[config.mk]
export PLATFORM = sky130hd
export DESIGN_NAME = pdma_core
export DESIGN_NICKNAME = d
export VERILOG_FILES = /design/src/pdma_pkg.sv /design/src/pdma_core.sv /design/src/pdma_fifo.sv
export SDC_FILE = /design/constraint.sdc
export NUM_CORES = 1
export LEC_CHECK = 0
export BUFFER_PORTS_ARGS = -buffer_cell sky130_fd_sc_hd__clkbuf_2
export CAP_MARGIN = 20
export CORE_AREA = 2 2 390 392
export DETAILED_ROUTE_END_ITERATION = 12
export DIE_AREA = 0 0 392 394
export SYNTH_ARGS = -nofsm -noshare
export SYNTH_HDL_FRONTEND = slang
export SYNTH_SLANG_ARGS = --single-unit
[constraint.sdc]
create_clock -name i_ref_clk -period 5.42 [get_ports i_ref_clk]
set_input_delay 0.542 -clock i_ref_clk [delete_from_list [all_inputs] [get_ports i_ref_clk]]
set_output_delay 0.542 -clock i_ref_clk [all_outputs]
set_load 0.02 [all_outputs]
[src/pdma_pkg.sv]
// shared constants and types of the four channel peripheral dma
package pdma_pkg;
    localparam int NCH = 4;
    localparam int CH_W = 2;
    localparam int CNT_W = 14;
    localparam int ADDR_W = 32;
    localparam int DATA_W = 16;
    localparam int PADDR_W = 16;
    localparam int REQ_W = 16;
    localparam int SEL_W = 8;
    localparam int NSRC = 256;
    localparam int FIFO_DEPTH = 8;
    localparam int BE_W = 2;
    localparam int BYTE_W = 8;
    localparam logic [BE_W-1:0] BE_LO = 2'h1;
    localparam logic [BE_W-1:0] BE_HI = 2'h2;
    localparam logic [BE_W-1:0] BE_WORD = 2'h3;
    localparam logic [BYTE_W-1:0] BYTE_ZERO = 8'h00;

    typedef enum logic [1:0] {
        PDMA_AM_POSTINC = 2'h0,
        PDMA_AM_NOINC = 2'h1,
        PDMA_AM_PERIPH = 2'h2
    } pdma_amode_t;

    typedef enum logic [3:0] {
        PDMA_S_IDLE = 4'h1,
        PDMA_S_RD = 4'h2,
        PDMA_S_RDW = 4'h4,
        PDMA_S_WR = 4'h8
    } pdma_fsm_t;

    // one channel's configuration
    typedef struct packed {
        logic enable;
        logic to_periph;
        logic byte_size;
        pdma_amode_t amode;
        logic auto_repeat;
        logic ping_pong;
        logic half_irq;
        logic [REQ_W-1:0] channel_request_select;
        logic [ADDR_W-1:0] channel_start_address_a;
        logic [ADDR_W-1:0] channel_start_address_b;
        logic [PADDR_W-1:0] periph_addr;
        logic [CNT_W-1:0] channel_transfer_count;
    } pdma_chan_cfg_t;

    typedef struct packed {
        logic req;
        logic we;
        logic [ADDR_W-1:0] addr;
        logic [DATA_W-1:0] wdata;
        logic [BE_W-1:0] be;
    } pdma_bus_req_t;

    typedef struct packed {
        pdma_fsm_t fsm;
        logic [CH_W-1:0] ch;
        logic [NCH-1:0] pend;
        logic [NCH-1:0] armed;
        logic [NCH-1:0] en_prev;
        logic [NCH-1:0] ping;
        logic [NCH-1:0][CNT_W-1:0] idx;
        logic [NCH-1:0] wcoll;
        logic [NCH-1:0] rcoll;
        logic [NCH-1:0] irq;
        logic [ADDR_W-1:0] last_addr;
        logic [CH_W-1:0] last_ch;
        pdma_bus_req_t bus;
    } pdma_state_t;
endpackage

[src/pdma_core.sv]
// four channel dma engine: arbitration, sequencing, addressing, status
// Contract
// - moves data between peripheral data registers and sram.
// - any address of the whole data space is reachable.
// - shared bus arbiter may stall the engine; request holds until grant.
// - four independent channels.
// - each channel serves one selected peripheral, to or from it.
// - timer and external interrupt events can trigger transfers.
// - each channel moves data in one direction only.
// - fixed order by channel number picks a winner; others stay pending.
// - a finished block raises the channel's cpu interrupt unless half_irq is set.
// - interrupt at half block or full block, per channel.
// - post-increment mode steps the sram address per element.
// - no-increment mode keeps the sram address fixed.
// - peripheral indirect mode takes the sram address from the peripheral.
// - element size is byte or word.
// - transfers start by software request or peripheral request.
// - one-shot stops after a block; auto-repeat restarts it.
// - ping-pong alternates two start addresses at each block end.
// - request source selectable from any interrupt source.
// - per channel request select register names the trigger source.
// - per channel transfer count sets block length in elements.
// - shared status reports write and request collisions, last access.
`timescale 1ns/100ps
module pdma_core (
    input wire logic i_ref_clk,
    input wire logic i_reset_n,
    input wire pdma_pkg::pdma_chan_cfg_t [pdma_pkg::NCH-1:0] i_cfg,
    input wire logic [pdma_pkg::NCH-1:0] i_cfg_wr,
    input wire logic [pdma_pkg::NCH-1:0] i_sw_req,
    input wire logic [pdma_pkg::NSRC-1:0] i_irq_events,
    input wire logic [pdma_pkg::NCH-1:0][pdma_pkg::ADDR_W-1:0] i_pia_addr,
    input wire logic i_coll_clr,
    output pdma_pkg::pdma_bus_req_t o_bus,
    input wire logic i_bus_gnt,
    input wire logic [pdma_pkg::DATA_W-1:0] i_bus_rdata,
    output logic [pdma_pkg::NCH-1:0] o_chan_irq,
    output logic [pdma_pkg::NCH-1:0] o_chan_active,
    output logic [pdma_pkg::NCH-1:0] o_pingpong_status,
    output logic [pdma_pkg::NCH-1:0] o_write_collision_status,
    output logic [pdma_pkg::NCH-1:0] o_request_collision_status,
    output logic [pdma_pkg::CH_W-1:0] o_last_channel,
    output logic [pdma_pkg::ADDR_W-1:0] o_last_address,
    output logic o_busy
);
    pdma_pkg::pdma_state_t q;
    pdma_pkg::pdma_state_t d;
    pdma_pkg::pdma_chan_cfg_t cc;
    logic [pdma_pkg::NCH-1:0] trig;
    logic [pdma_pkg::NCH-1:0] ready_ch;
    logic [pdma_pkg::NCH-1:0] chmask;
    logic [pdma_pkg::CH_W-1:0] win;
    logic win_vld;
    logic [pdma_pkg::ADDR_W-1:0] base;
    logic [pdma_pkg::ADDR_W-1:0] idx32;
    logic [pdma_pkg::ADDR_W-1:0] ofs;
    logic [pdma_pkg::ADDR_W-1:0] ram_addr;
    logic [pdma_pkg::ADDR_W-1:0] per_addr;
    logic [pdma_pkg::ADDR_W-1:0] rd_addr;
    logic [pdma_pkg::ADDR_W-1:0] wr_addr;
    logic [pdma_pkg::BE_W-1:0] rd_be;
    logic [pdma_pkg::BE_W-1:0] wr_be;
    logic [pdma_pkg::DATA_W-1:0] fifo_in_data;
    logic [pdma_pkg::DATA_W-1:0] fifo_out_data;
    logic [pdma_pkg::DATA_W-1:0] wr_data;
    logic fifo_in_valid;
    logic fifo_in_ready;
    logic fifo_out_valid;
    logic el_done;
    logic blk_last;
    logic blk_half;

    // per channel trigger: selected source event or software kick
    for (genvar c = 0; c < pdma_pkg::NCH; c++) begin : g_trig
        assign trig[c] = q.armed[c] & (i_sw_req[c]
            | i_irq_events[i_cfg[c].channel_request_select
                [pdma_pkg::SEL_W-1:0]]);
    end

    assign ready_ch = q.pend & q.armed;
    assign chmask = pdma_pkg::NCH'(1) << q.ch;

    // fixed priority: scan down so the lowest number is left standing
    always_comb begin
        win = '0;
        win_vld = 1'b0;
        for (int c = pdma_pkg::NCH - 1; c >= 0; c--) begin
            if (ready_ch[c]) begin
                win = pdma_pkg::CH_W'(c);
                win_vld = 1'b1;
            end
        end
    end

    assign cc = i_cfg[q.ch];
    assign base = q.ping[q.ch] ? cc.channel_start_address_b
                               : cc.channel_start_address_a;
    assign idx32 = pdma_pkg::ADDR_W'(q.idx[q.ch]);
    assign ofs = cc.byte_size ? idx32 : (idx32 << 1);

    // sram side address per addressing mode, full data space width
    always_comb begin
        unique case (cc.amode)
            pdma_pkg::PDMA_AM_NOINC: ram_addr = base;
            pdma_pkg::PDMA_AM_PERIPH: ram_addr = i_pia_addr[q.ch];
            default: ram_addr = base + ofs;
        endcase
    end

    assign per_addr = pdma_pkg::ADDR_W'(cc.periph_addr);
    // one way per channel: source and sink fixed by direction
    assign rd_addr = cc.to_periph ? ram_addr : per_addr;
    assign wr_addr = cc.to_periph ? per_addr : ram_addr;

    assign rd_be = !cc.byte_size ? pdma_pkg::BE_WORD
                 : (rd_addr[0] ? pdma_pkg::BE_HI : pdma_pkg::BE_LO);
    assign wr_be = !cc.byte_size ? pdma_pkg::BE_WORD
                 : (wr_addr[0] ? pdma_pkg::BE_HI : pdma_pkg::BE_LO);

    // byte elements travel in the low lane of the fifo
    always_comb begin
        if (!cc.byte_size) begin
            fifo_in_data = i_bus_rdata;
        end else if (rd_addr[0]) begin
            fifo_in_data = {pdma_pkg::BYTE_ZERO,
                            i_bus_rdata[pdma_pkg::DATA_W-1:pdma_pkg::BYTE_W]};
        end else begin
            fifo_in_data = {pdma_pkg::BYTE_ZERO,
                            i_bus_rdata[pdma_pkg::BYTE_W-1:0]};
        end
    end

    assign wr_data = cc.byte_size
        ? {2{fifo_out_data[pdma_pkg::BYTE_W-1:0]}} : fifo_out_data;

    // read data is valid the cycle after the read grant
    assign fifo_in_valid = (q.fsm == pdma_pkg::PDMA_S_RDW);
    assign el_done = (q.fsm == pdma_pkg::PDMA_S_WR) & q.bus.req
                   & i_bus_gnt;
    assign blk_last = (q.idx[q.ch] == cc.channel_transfer_count);
    assign blk_half = (q.idx[q.ch] == (cc.channel_transfer_count >> 1));

    pdma_fifo #(
        .WIDTH(pdma_pkg::DATA_W),
        .DEPTH(pdma_pkg::FIFO_DEPTH)
    ) u_fifo (
        .i_ref_clk(i_ref_clk),
        .i_reset_n(i_reset_n),
        .i_in_valid(fifo_in_valid),
        .o_in_ready(fifo_in_ready),
        .i_in_data(fifo_in_data),
        .o_out_valid(fifo_out_valid),
        .i_out_ready(el_done),
        .o_out_data(fifo_out_data)
    );

    always_comb begin
        d = q;
        d.irq = '0;
        if (i_coll_clr) begin
            d.wcoll = '0;
            d.rcoll = '0;
        end
        unique case (q.fsm)
            pdma_pkg::PDMA_S_IDLE: begin
                // fifo room stalls the start of a new element
                if (win_vld && fifo_in_ready) begin
                    d.ch = win;
                    d.fsm = pdma_pkg::PDMA_S_RD;
                end
            end
            pdma_pkg::PDMA_S_RD: begin
                if (!q.bus.req) begin
                    d.bus.req = 1'b1;
                    d.bus.we = 1'b0;
                    d.bus.addr = rd_addr;
                    d.bus.be = rd_be;
                end else if (i_bus_gnt) begin
                    d.bus.req = 1'b0;
                    d.last_addr = q.bus.addr;
                    d.last_ch = q.ch;
                    d.fsm = pdma_pkg::PDMA_S_RDW;
                end
            end
            pdma_pkg::PDMA_S_RDW: begin
                d.fsm = pdma_pkg::PDMA_S_WR;
            end
            pdma_pkg::PDMA_S_WR: begin
                if (!q.bus.req && fifo_out_valid) begin
                    d.bus.req = 1'b1;
                    d.bus.we = 1'b1;
                    d.bus.addr = wr_addr;
                    d.bus.be = wr_be;
                    d.bus.wdata = wr_data;
                end else if (q.bus.req && i_bus_gnt) begin
                    d.bus.req = 1'b0;
                    d.last_addr = q.bus.addr;
                    d.last_ch = q.ch;
                    d.fsm = pdma_pkg::PDMA_S_IDLE;
                    d.pend[q.ch] = 1'b0;
                    if (cc.half_irq ? blk_half : blk_last) begin
                        d.irq[q.ch] = 1'b1;
                    end
                    if (blk_last) begin
                        d.idx[q.ch] = '0;
                        if (cc.ping_pong) begin
                            d.ping[q.ch] = !q.ping[q.ch];
                        end
                        if (!cc.auto_repeat) begin
                            d.armed[q.ch] = 1'b0;
                        end
                    end else begin
                        d.idx[q.ch] = q.idx[q.ch] + 1'b1;
                    end
                end
            end
        endcase
        for (int c = 0; c < pdma_pkg::NCH; c++) begin
            d.en_prev[c] = i_cfg[c].enable;
            if (!i_cfg[c].enable) begin
                d.armed[c] = 1'b0;
                d.pend[c] = 1'b0;
            end else if (!q.en_prev[c]) begin
                d.armed[c] = 1'b1;
                d.idx[c] = '0;
                d.ping[c] = 1'b0;
            end
            // a new request wins over the clear of the same cycle
            if (trig[c]) begin
                d.pend[c] = 1'b1;
                if (q.pend[c] && !(el_done && q.ch == c)) begin
                    d.rcoll[c] = 1'b1;
                end
            end
            if (i_cfg_wr[c] && q.armed[c] && q.fsm != pdma_pkg::PDMA_S_IDLE
                    && q.ch == c) begin
                d.wcoll[c] = 1'b1;
            end
        end
    end

    always_ff @(posedge i_ref_clk) begin
        if (!i_reset_n) begin
            q <= '0;
            q.fsm <= pdma_pkg::PDMA_S_IDLE;
        end else begin
            q <= d;
        end
    end

    assign o_bus = q.bus;
    assign o_chan_irq = q.irq;
    assign o_chan_active = q.armed;
    assign o_pingpong_status = q.ping;
    assign o_write_collision_status = q.wcoll;
    assign o_request_collision_status = q.rcoll;
    assign o_last_channel = q.last_ch;
    assign o_last_address = q.last_addr;
    assign o_busy = (q.fsm != pdma_pkg::PDMA_S_IDLE);
endmodule

[src/pdma_fifo.sv]
// element fifo between the read and write phases
`timescale 1ns/100ps
module pdma_fifo #(
    parameter int WIDTH = 16,
    parameter int DEPTH = 8
) (
    input wire logic i_ref_clk,
    input wire logic i_reset_n,
    input wire logic i_in_valid,
    output logic o_in_ready,
    input wire logic [WIDTH-1:0] i_in_data,
    output logic o_out_valid,
    input wire logic i_out_ready,
    output logic [WIDTH-1:0] o_out_data
);
    localparam int AW = $clog2(DEPTH);
    localparam logic [AW:0] FULL = (AW+1)'(DEPTH);
    localparam logic [AW-1:0] LAST = AW'(DEPTH - 1);

    typedef struct packed {
        logic [DEPTH-1:0][WIDTH-1:0] mem;
        logic [AW-1:0] wp;
        logic [AW-1:0] rp;
        logic [AW:0] cnt;
    } pdma_fifo_state_t;

    pdma_fifo_state_t q;
    pdma_fifo_state_t d;
    logic push;
    logic pop;

    assign o_in_ready = (q.cnt != FULL);
    assign o_out_valid = (q.cnt != '0);
    assign o_out_data = q.mem[q.rp];
    assign push = i_in_valid & o_in_ready;
    assign pop = o_out_valid & i_out_ready;

    always_comb begin
        d = q;
        if (push) begin
            d.mem[q.wp] = i_in_data;
            d.wp = (q.wp == LAST) ? '0 : q.wp + 1'b1;
        end
        if (pop) begin
            d.rp = (q.rp == LAST) ? '0 : q.rp + 1'b1;
        end
        unique case ({push, pop})
            2'h2: d.cnt = q.cnt + 1'b1;
            2'h1: d.cnt = q.cnt - 1'b1;
            default: d.cnt = q.cnt;
        endcase
    end

    always_ff @(posedge i_ref_clk) begin
        if (!i_reset_n) begin
            q <= '0;
        end else begin
            q <= d;
        end
    end
endmodule

==> results.tsv, run 1 <==
metric	value	unit
outcome	finished, final reports clean	
largest net degree at the start of global routing	193	
startpoint types	register	
routed len/inst	31.8	µm
register area share after synthesis	0.217	
Core Region	0.151	mm²
Synth Cell Area	0.0290	mm²
Total Die Area	0.154	mm²
GRT Util Overall	0.225	
GRT overflow	0	
number of synthesized flops with an enable pin	0	
initial antenna violation count	121	
drt pass-1 iters	6	
P per Cell Area	195	mW/mm²
setup tns final	0	ns
dpl hpwl	153000	µm
Peak Freq	212	MHz
#FFs+latches synth	314	
Final Hold Viols	0	
final hold slack	0.194	ns
critical path capture point type	register	
share of the synthesized area in the top cell type	0.313	
Critical R2R Capture	o_bus[37]	
post-CTS resize count	0	
via count	30356	
Syn Inst Count	2912	
r2r setup slk	0.70	ns
worst vdd ir	0.229	mV
RSZ-0062 raised after global routing	no	
H-tree lvl count	2	
Crit Path Class	register to register	
Total Power	7.11	mW
Yosys top cell by area	mux4_2	
root buf cell	clkbuf_16	
met3 WL	24800	µm
clk_lat worst skew	0.62	ns
worst-case reg-to-reg path depth	11	
clk_skew	0.0485	ns
drt first-iter violations	3528	
die height	394	µm
layout cells sized above 1	0.459	
fin crit period	4.72	ns
post-route cell area	0.0365	mm²
Initial Util	0.192	
vias per inst	5.31	
Sequential Area	0.00629	mm²
GP Congestion	1.09	
top layer in use	met5	
Hold Startpoint	i_sw_req[1]	
final setup violating endpoints	0	
WHS Endpoint	q[167]	
vias in the first global route	28304	
Reg clk slew, reported paths	0.06	ns
antenna viol nets, final	0	
Die W	392	µm
Rows	143	
Worst Tran Pin Value	1.31	ns
DRT Wirelength	182000	µm
Yosys cell types	85	
synth top area cells	mux4_2 31%, dfxtp_1 22%, nor2_1 4.4%	
Port Buf Inserts	958	
Post-Syn Area per Cell	9.96	µm²
crit path DAT	5.16	ns
Layout area overhead	25.9	%
Hold Path Depth	3	
FFs w/ async S/R, synth	0	
CTS Hold Bufs	0	
CP Max Fanout	39	
WL met1	70300	µm
Critical Path RT	5.86	ns
CTS buffer count	40	
I/O pin cnt	991	
nets	4522	
max_slew headroom	0.128	
yosys warns	0	
fillers	16424	
number of setup buffers added after CTS	0	
LEAKAGE	13.5	nW
worst r2r src	q[171]	
met2 WL	76800	µm
# clock sinks	314	
clock buffer depth	3	
DP Area	0.0350	mm²
first-pass GRT wire length	241000	µm
CTS tree	built	
footprint of the multi-input gates	0.0206	mm²
Synthesized Nets	3823	
final worst path period share	0.872	
Final Max Slew Viols	0	
Top FF cell, synth	dfxtp_1	
DRC viols	0	
Max-Cap Viols	0	
hold crit path type	primary input to register	
## worst max-delay path by stage
stage / start / endpoint
finish: q[171] / o_bus[37]
floorplan: q[170] / o_bus[45]
CTS: q[170] / o_bus[37]
detailed placement: q[170] / o_bus[37]
global placement: q[171] / o_bus[37]
global route: q[170] / o_bus[44]
## flip-flops by register name, summed over array words and instances (netlist names)
signal and count:
o_bus 52, o_chan_active 4, o_chan_irq 4, o_last_address 32, o_last_channel 2, o_pingpong_status 4
o_request_collision_status 4, o_write_collision_status 4, q 70, u_fifo.q 138
## worst max-delay path: stages, from the launching register on
cell,delay [ns]
dfxtp_4,0.64
buf_4,0.56
mux4_2,0.46
mux2_2,0.35
ha_1,0.32
a211oi_1,0.31
nor2_1,0.11
a2111oi_0,0.79
o31ai_2,0.37
nor3b_1,0.25
xor2_1,0.19
o221ai_1,0.14
## cell usage after synthesis, drive strengths merged (30+ instances only)
cell type,instances
mux4,403
nor2,343
dfxtp,314
buf,221
a21oi,211
nand2,194
clkbuf,158
a211oi,111
nand3,110
mux2i,93
a22oi,63
mux2,60
nor2b,57
o21ai,47
xnor2,42
nand2b,35
nor3,33
nand4,31
inv,30
## per-stage QoR
stage,instances,setup slack (ns),utilization
after CTS,5668,0.696,0.241
final,5716,0.696,0.242
after global placement,5596,0.737,0.232
after floorplan,2912,0.988,-
after global routing,5695,0.501,0.242
after detailed placement,5597,0.785,0.232
## cell usage in the layout (no fill, tap or decap), drive strengths merged, types with 84 or more instances in the layout
master | netlist | final
a211oi | 111 | 111
a21oi | 211 | 211
buf | 221 | 84
clkbuf | 158 | 1008
dfxtp | 314 | 314
mux2i | 93 | 93
mux4 | 403 | 403
nand2 | 194 | 194
nand3 | 110 | 110
nor2 | 343 | 343
## metal layers
layer | global-route usage | up-vias
met5 | 0 | -
met4 | 0.105 | 88
met3 | 0.100 | 381
met2 | 0.327 | 2159
met1 | 0.282 | 15043
li1 | - | 12685
## final cells by class
cell class	instances	share of cell area
diodes	46	0.00315
repair buffers	1036	0.150
well taps	2030	0.0695
clock inverters	15	0.00510
clock buffers	56	0.0312
multi-input cells	2187	0.565
inverters	32	0.00349
flip-flops and latches	314	0.172
## logic make-up (layout without fill, tap and decap cells)
kind of cell    after synthesis  after routing  share of synthesized area
other cells                   0             46                          0
xor+xnor                     67             67                     0.0202
fa+ha+maj                    27             27                     0.0122
simple gates                905            905                      0.147
mux                         556            556                      0.372
compound gates              632            632                      0.158
flops                       314            314                      0.217
buf+inv                     411           1139                     0.0737
## power breakdown
group          switching [mW]  internal [mW]
Sequential             0.0260           2.32
Clock                    1.16           1.54
Combinational            1.17          0.898
(Power assumes the default switching activity.)
==> run 2: changes to the inputs <==
--- a/config.mk
+++ b/config.mk
@@ -13,3 +13,4 @@
 export SYNTH_ARGS = -nofsm -noshare
 export SYNTH_HDL_FRONTEND = slang
 export SYNTH_SLANG_ARGS = --single-unit
+export TNS_END_PERCENT = 1
==> constraint.sdc (replaced) <==
create_clock -name i_ref_clk -period 5.5 [get_ports i_ref_clk]
set_input_delay 0.55 -clock i_ref_clk [delete_from_list [all_inputs] [get_ports i_ref_clk]]
set_output_delay 0.55 -clock i_ref_clk [all_outputs]
set_load 0.02 [all_outputs]
==> results.tsv, run 2 (synthesis results as in run 1) <==
metric	value	unit
startpoint types	register	
Final Max Slew Viols	0	
RSZ-0062 raised after global routing	no	
max_slew headroom	0.254	
dpl cells	5589	
Total Die Area	0.154	mm²
Max-Cap Viols	0	
post-route cell area	0.0366	mm²
commonest non-fill, non-tap cell in the layout	clkbuf_2	
setup tns final	0	ns
vias in the first global route	28083	
routed len/inst	31.7	µm
DRC viols	0	
CP top delay family	compound AO/OA/AOI/OAI gates	
WP buf/inv	1	
DRT Wirelength	182000	µm
fin crit period	4.71	ns
nets	4516	
clock buffer depth	3	
post-CTS resize count	0	
Crit-path slowest cell	a2111oi_0	
hold crit path type	primary input to register	
max reg flops	138	
# clock sinks	314	
CTS Hold Bufs	0	
dpl hpwl	152000	µm
drt first-iter violations	4068	
drt pass-1 iters	6	
fillers	16391	
largest net degree at the start of global routing	191	
CTS buffer count	42	
die height	394	µm
LEAKAGE	13.5	nW
final setup violating endpoints	0	
worst vdd ir	0.215	mV
Reg with most FFs	u_fifo.q	
Initial Util	0.192	
clk_skew	0.0415	ns
Core Region	0.151	mm²
final std cells w/o fill	5722	
Total Power	7.28	mW
I/O pin cnt	991	
final worst path period share	0.857	
Rows	143	
final hold slack	0.240	ns
Critical Path RT	5.97	ns
CTS tree	built	
Final Util	0.243	
initial antenna violation count	114	
DP Area	0.0350	mm²
via count	30136	
Crit Path Class	register to register	
root buf cell	clkbuf_16	
P per Cell Area	199	mW/mm²
layout cells sized above 1	0.459	
number of setup buffers added after CTS	0	
Final Hold Viols	0	
Reg clk slew, reported paths	0.06	ns
footprint of the multi-input gates	0.0206	mm²
clk_lat worst skew	0.62	ns
Worst Tran Pin Value	1.11	ns
Port Buf Inserts	958	
Peak Freq	212	MHz
Layout area overhead	26.3	%
most frequent cells in the layout	952 x clkbuf_2, 403 x mux4_2, 343 x nor2_1	
slowest stage delay, CP	0.84	ns
vias per inst	5.27	
Sequential Area	0.00629	mm²
first-pass GRT wire length	241000	µm
GRT overflow	0	
Die W	392	µm
CP Max Fanout	33	
GP Congestion	1.06	
fin worst setup slack	0.787	ns
worst-path cell chain	buf_12 > mux4_2 > mux2_2 > ha_1 > a211oi_1 > nor2_1 > a2111oi_0 > o31ai_2 > nor3b_1 > xor2_1 > o221ai_1	
critical path capture point type	register	
H-tree lvl count	2	
GRT Util Overall	0.225	
outcome	finished, final reports clean	
antenna viol nets, final	0	
pre-CTS WS	0.792	ns
crit path DAT	5.19	ns
run 2: cell type report:
| type | count | share of cell area |
|---|---|---|
| inverters | 32 | 0.00349 |
| diodes | 53 | 0.00362 |
| clock buffers | 58 | 0.0331 |
| multi-input cells | 2187 | 0.564 |
| repair buffers | 1028 | 0.148 |
| clock inverters | 20 | 0.00738 |
| well taps | 2030 | 0.0694 |
| flip-flops and latches | 314 | 0.172 |
run 2: final timing paths:
path	start	to	slack, ns	cells past startpoint
max	q[170]	o_bus[37]	0.79	11
max reg2reg	q[170]	o_bus[37]	0.79	11
min reg2reg	o_last_address[6]	o_last_address[6]	0.45	2
min	i_sw_req[1]	q[167]	0.24	3
run 2: routing by layer:
| layer | part of all wire | global-route usage |
|---|---|---|
| met2 | 0.43 | 0.325 |
| met4 | 0.043 | 0.102 |
| met3 | 0.13 | 0.0855 |
| met1 | 0.40 | 0.294 |
| met5 | 0.0022 | 0 |
run 2: report_power, final:
part	internal (mW)	total [mW]	switching, mW
combinational	0.885	2.04	1.16
clock	1.71	2.93	1.21
sequential	2.28	2.31	0.0239
total	4.88	7.28	2.39
run 2: worst register-to-register path, cell delays in order, from the launching register on:
cell	delay (ns)
dfxtp_4	0.54
buf_12	0.33
mux4_2	0.85
mux2_2	0.41
ha_1	0.30
a211oi_1	0.29
nor2_1	0.12
a2111oi_0	0.84
o31ai_2	0.38
nor3b_1	0.25
xor2_1	0.16
o221ai_1	0.13
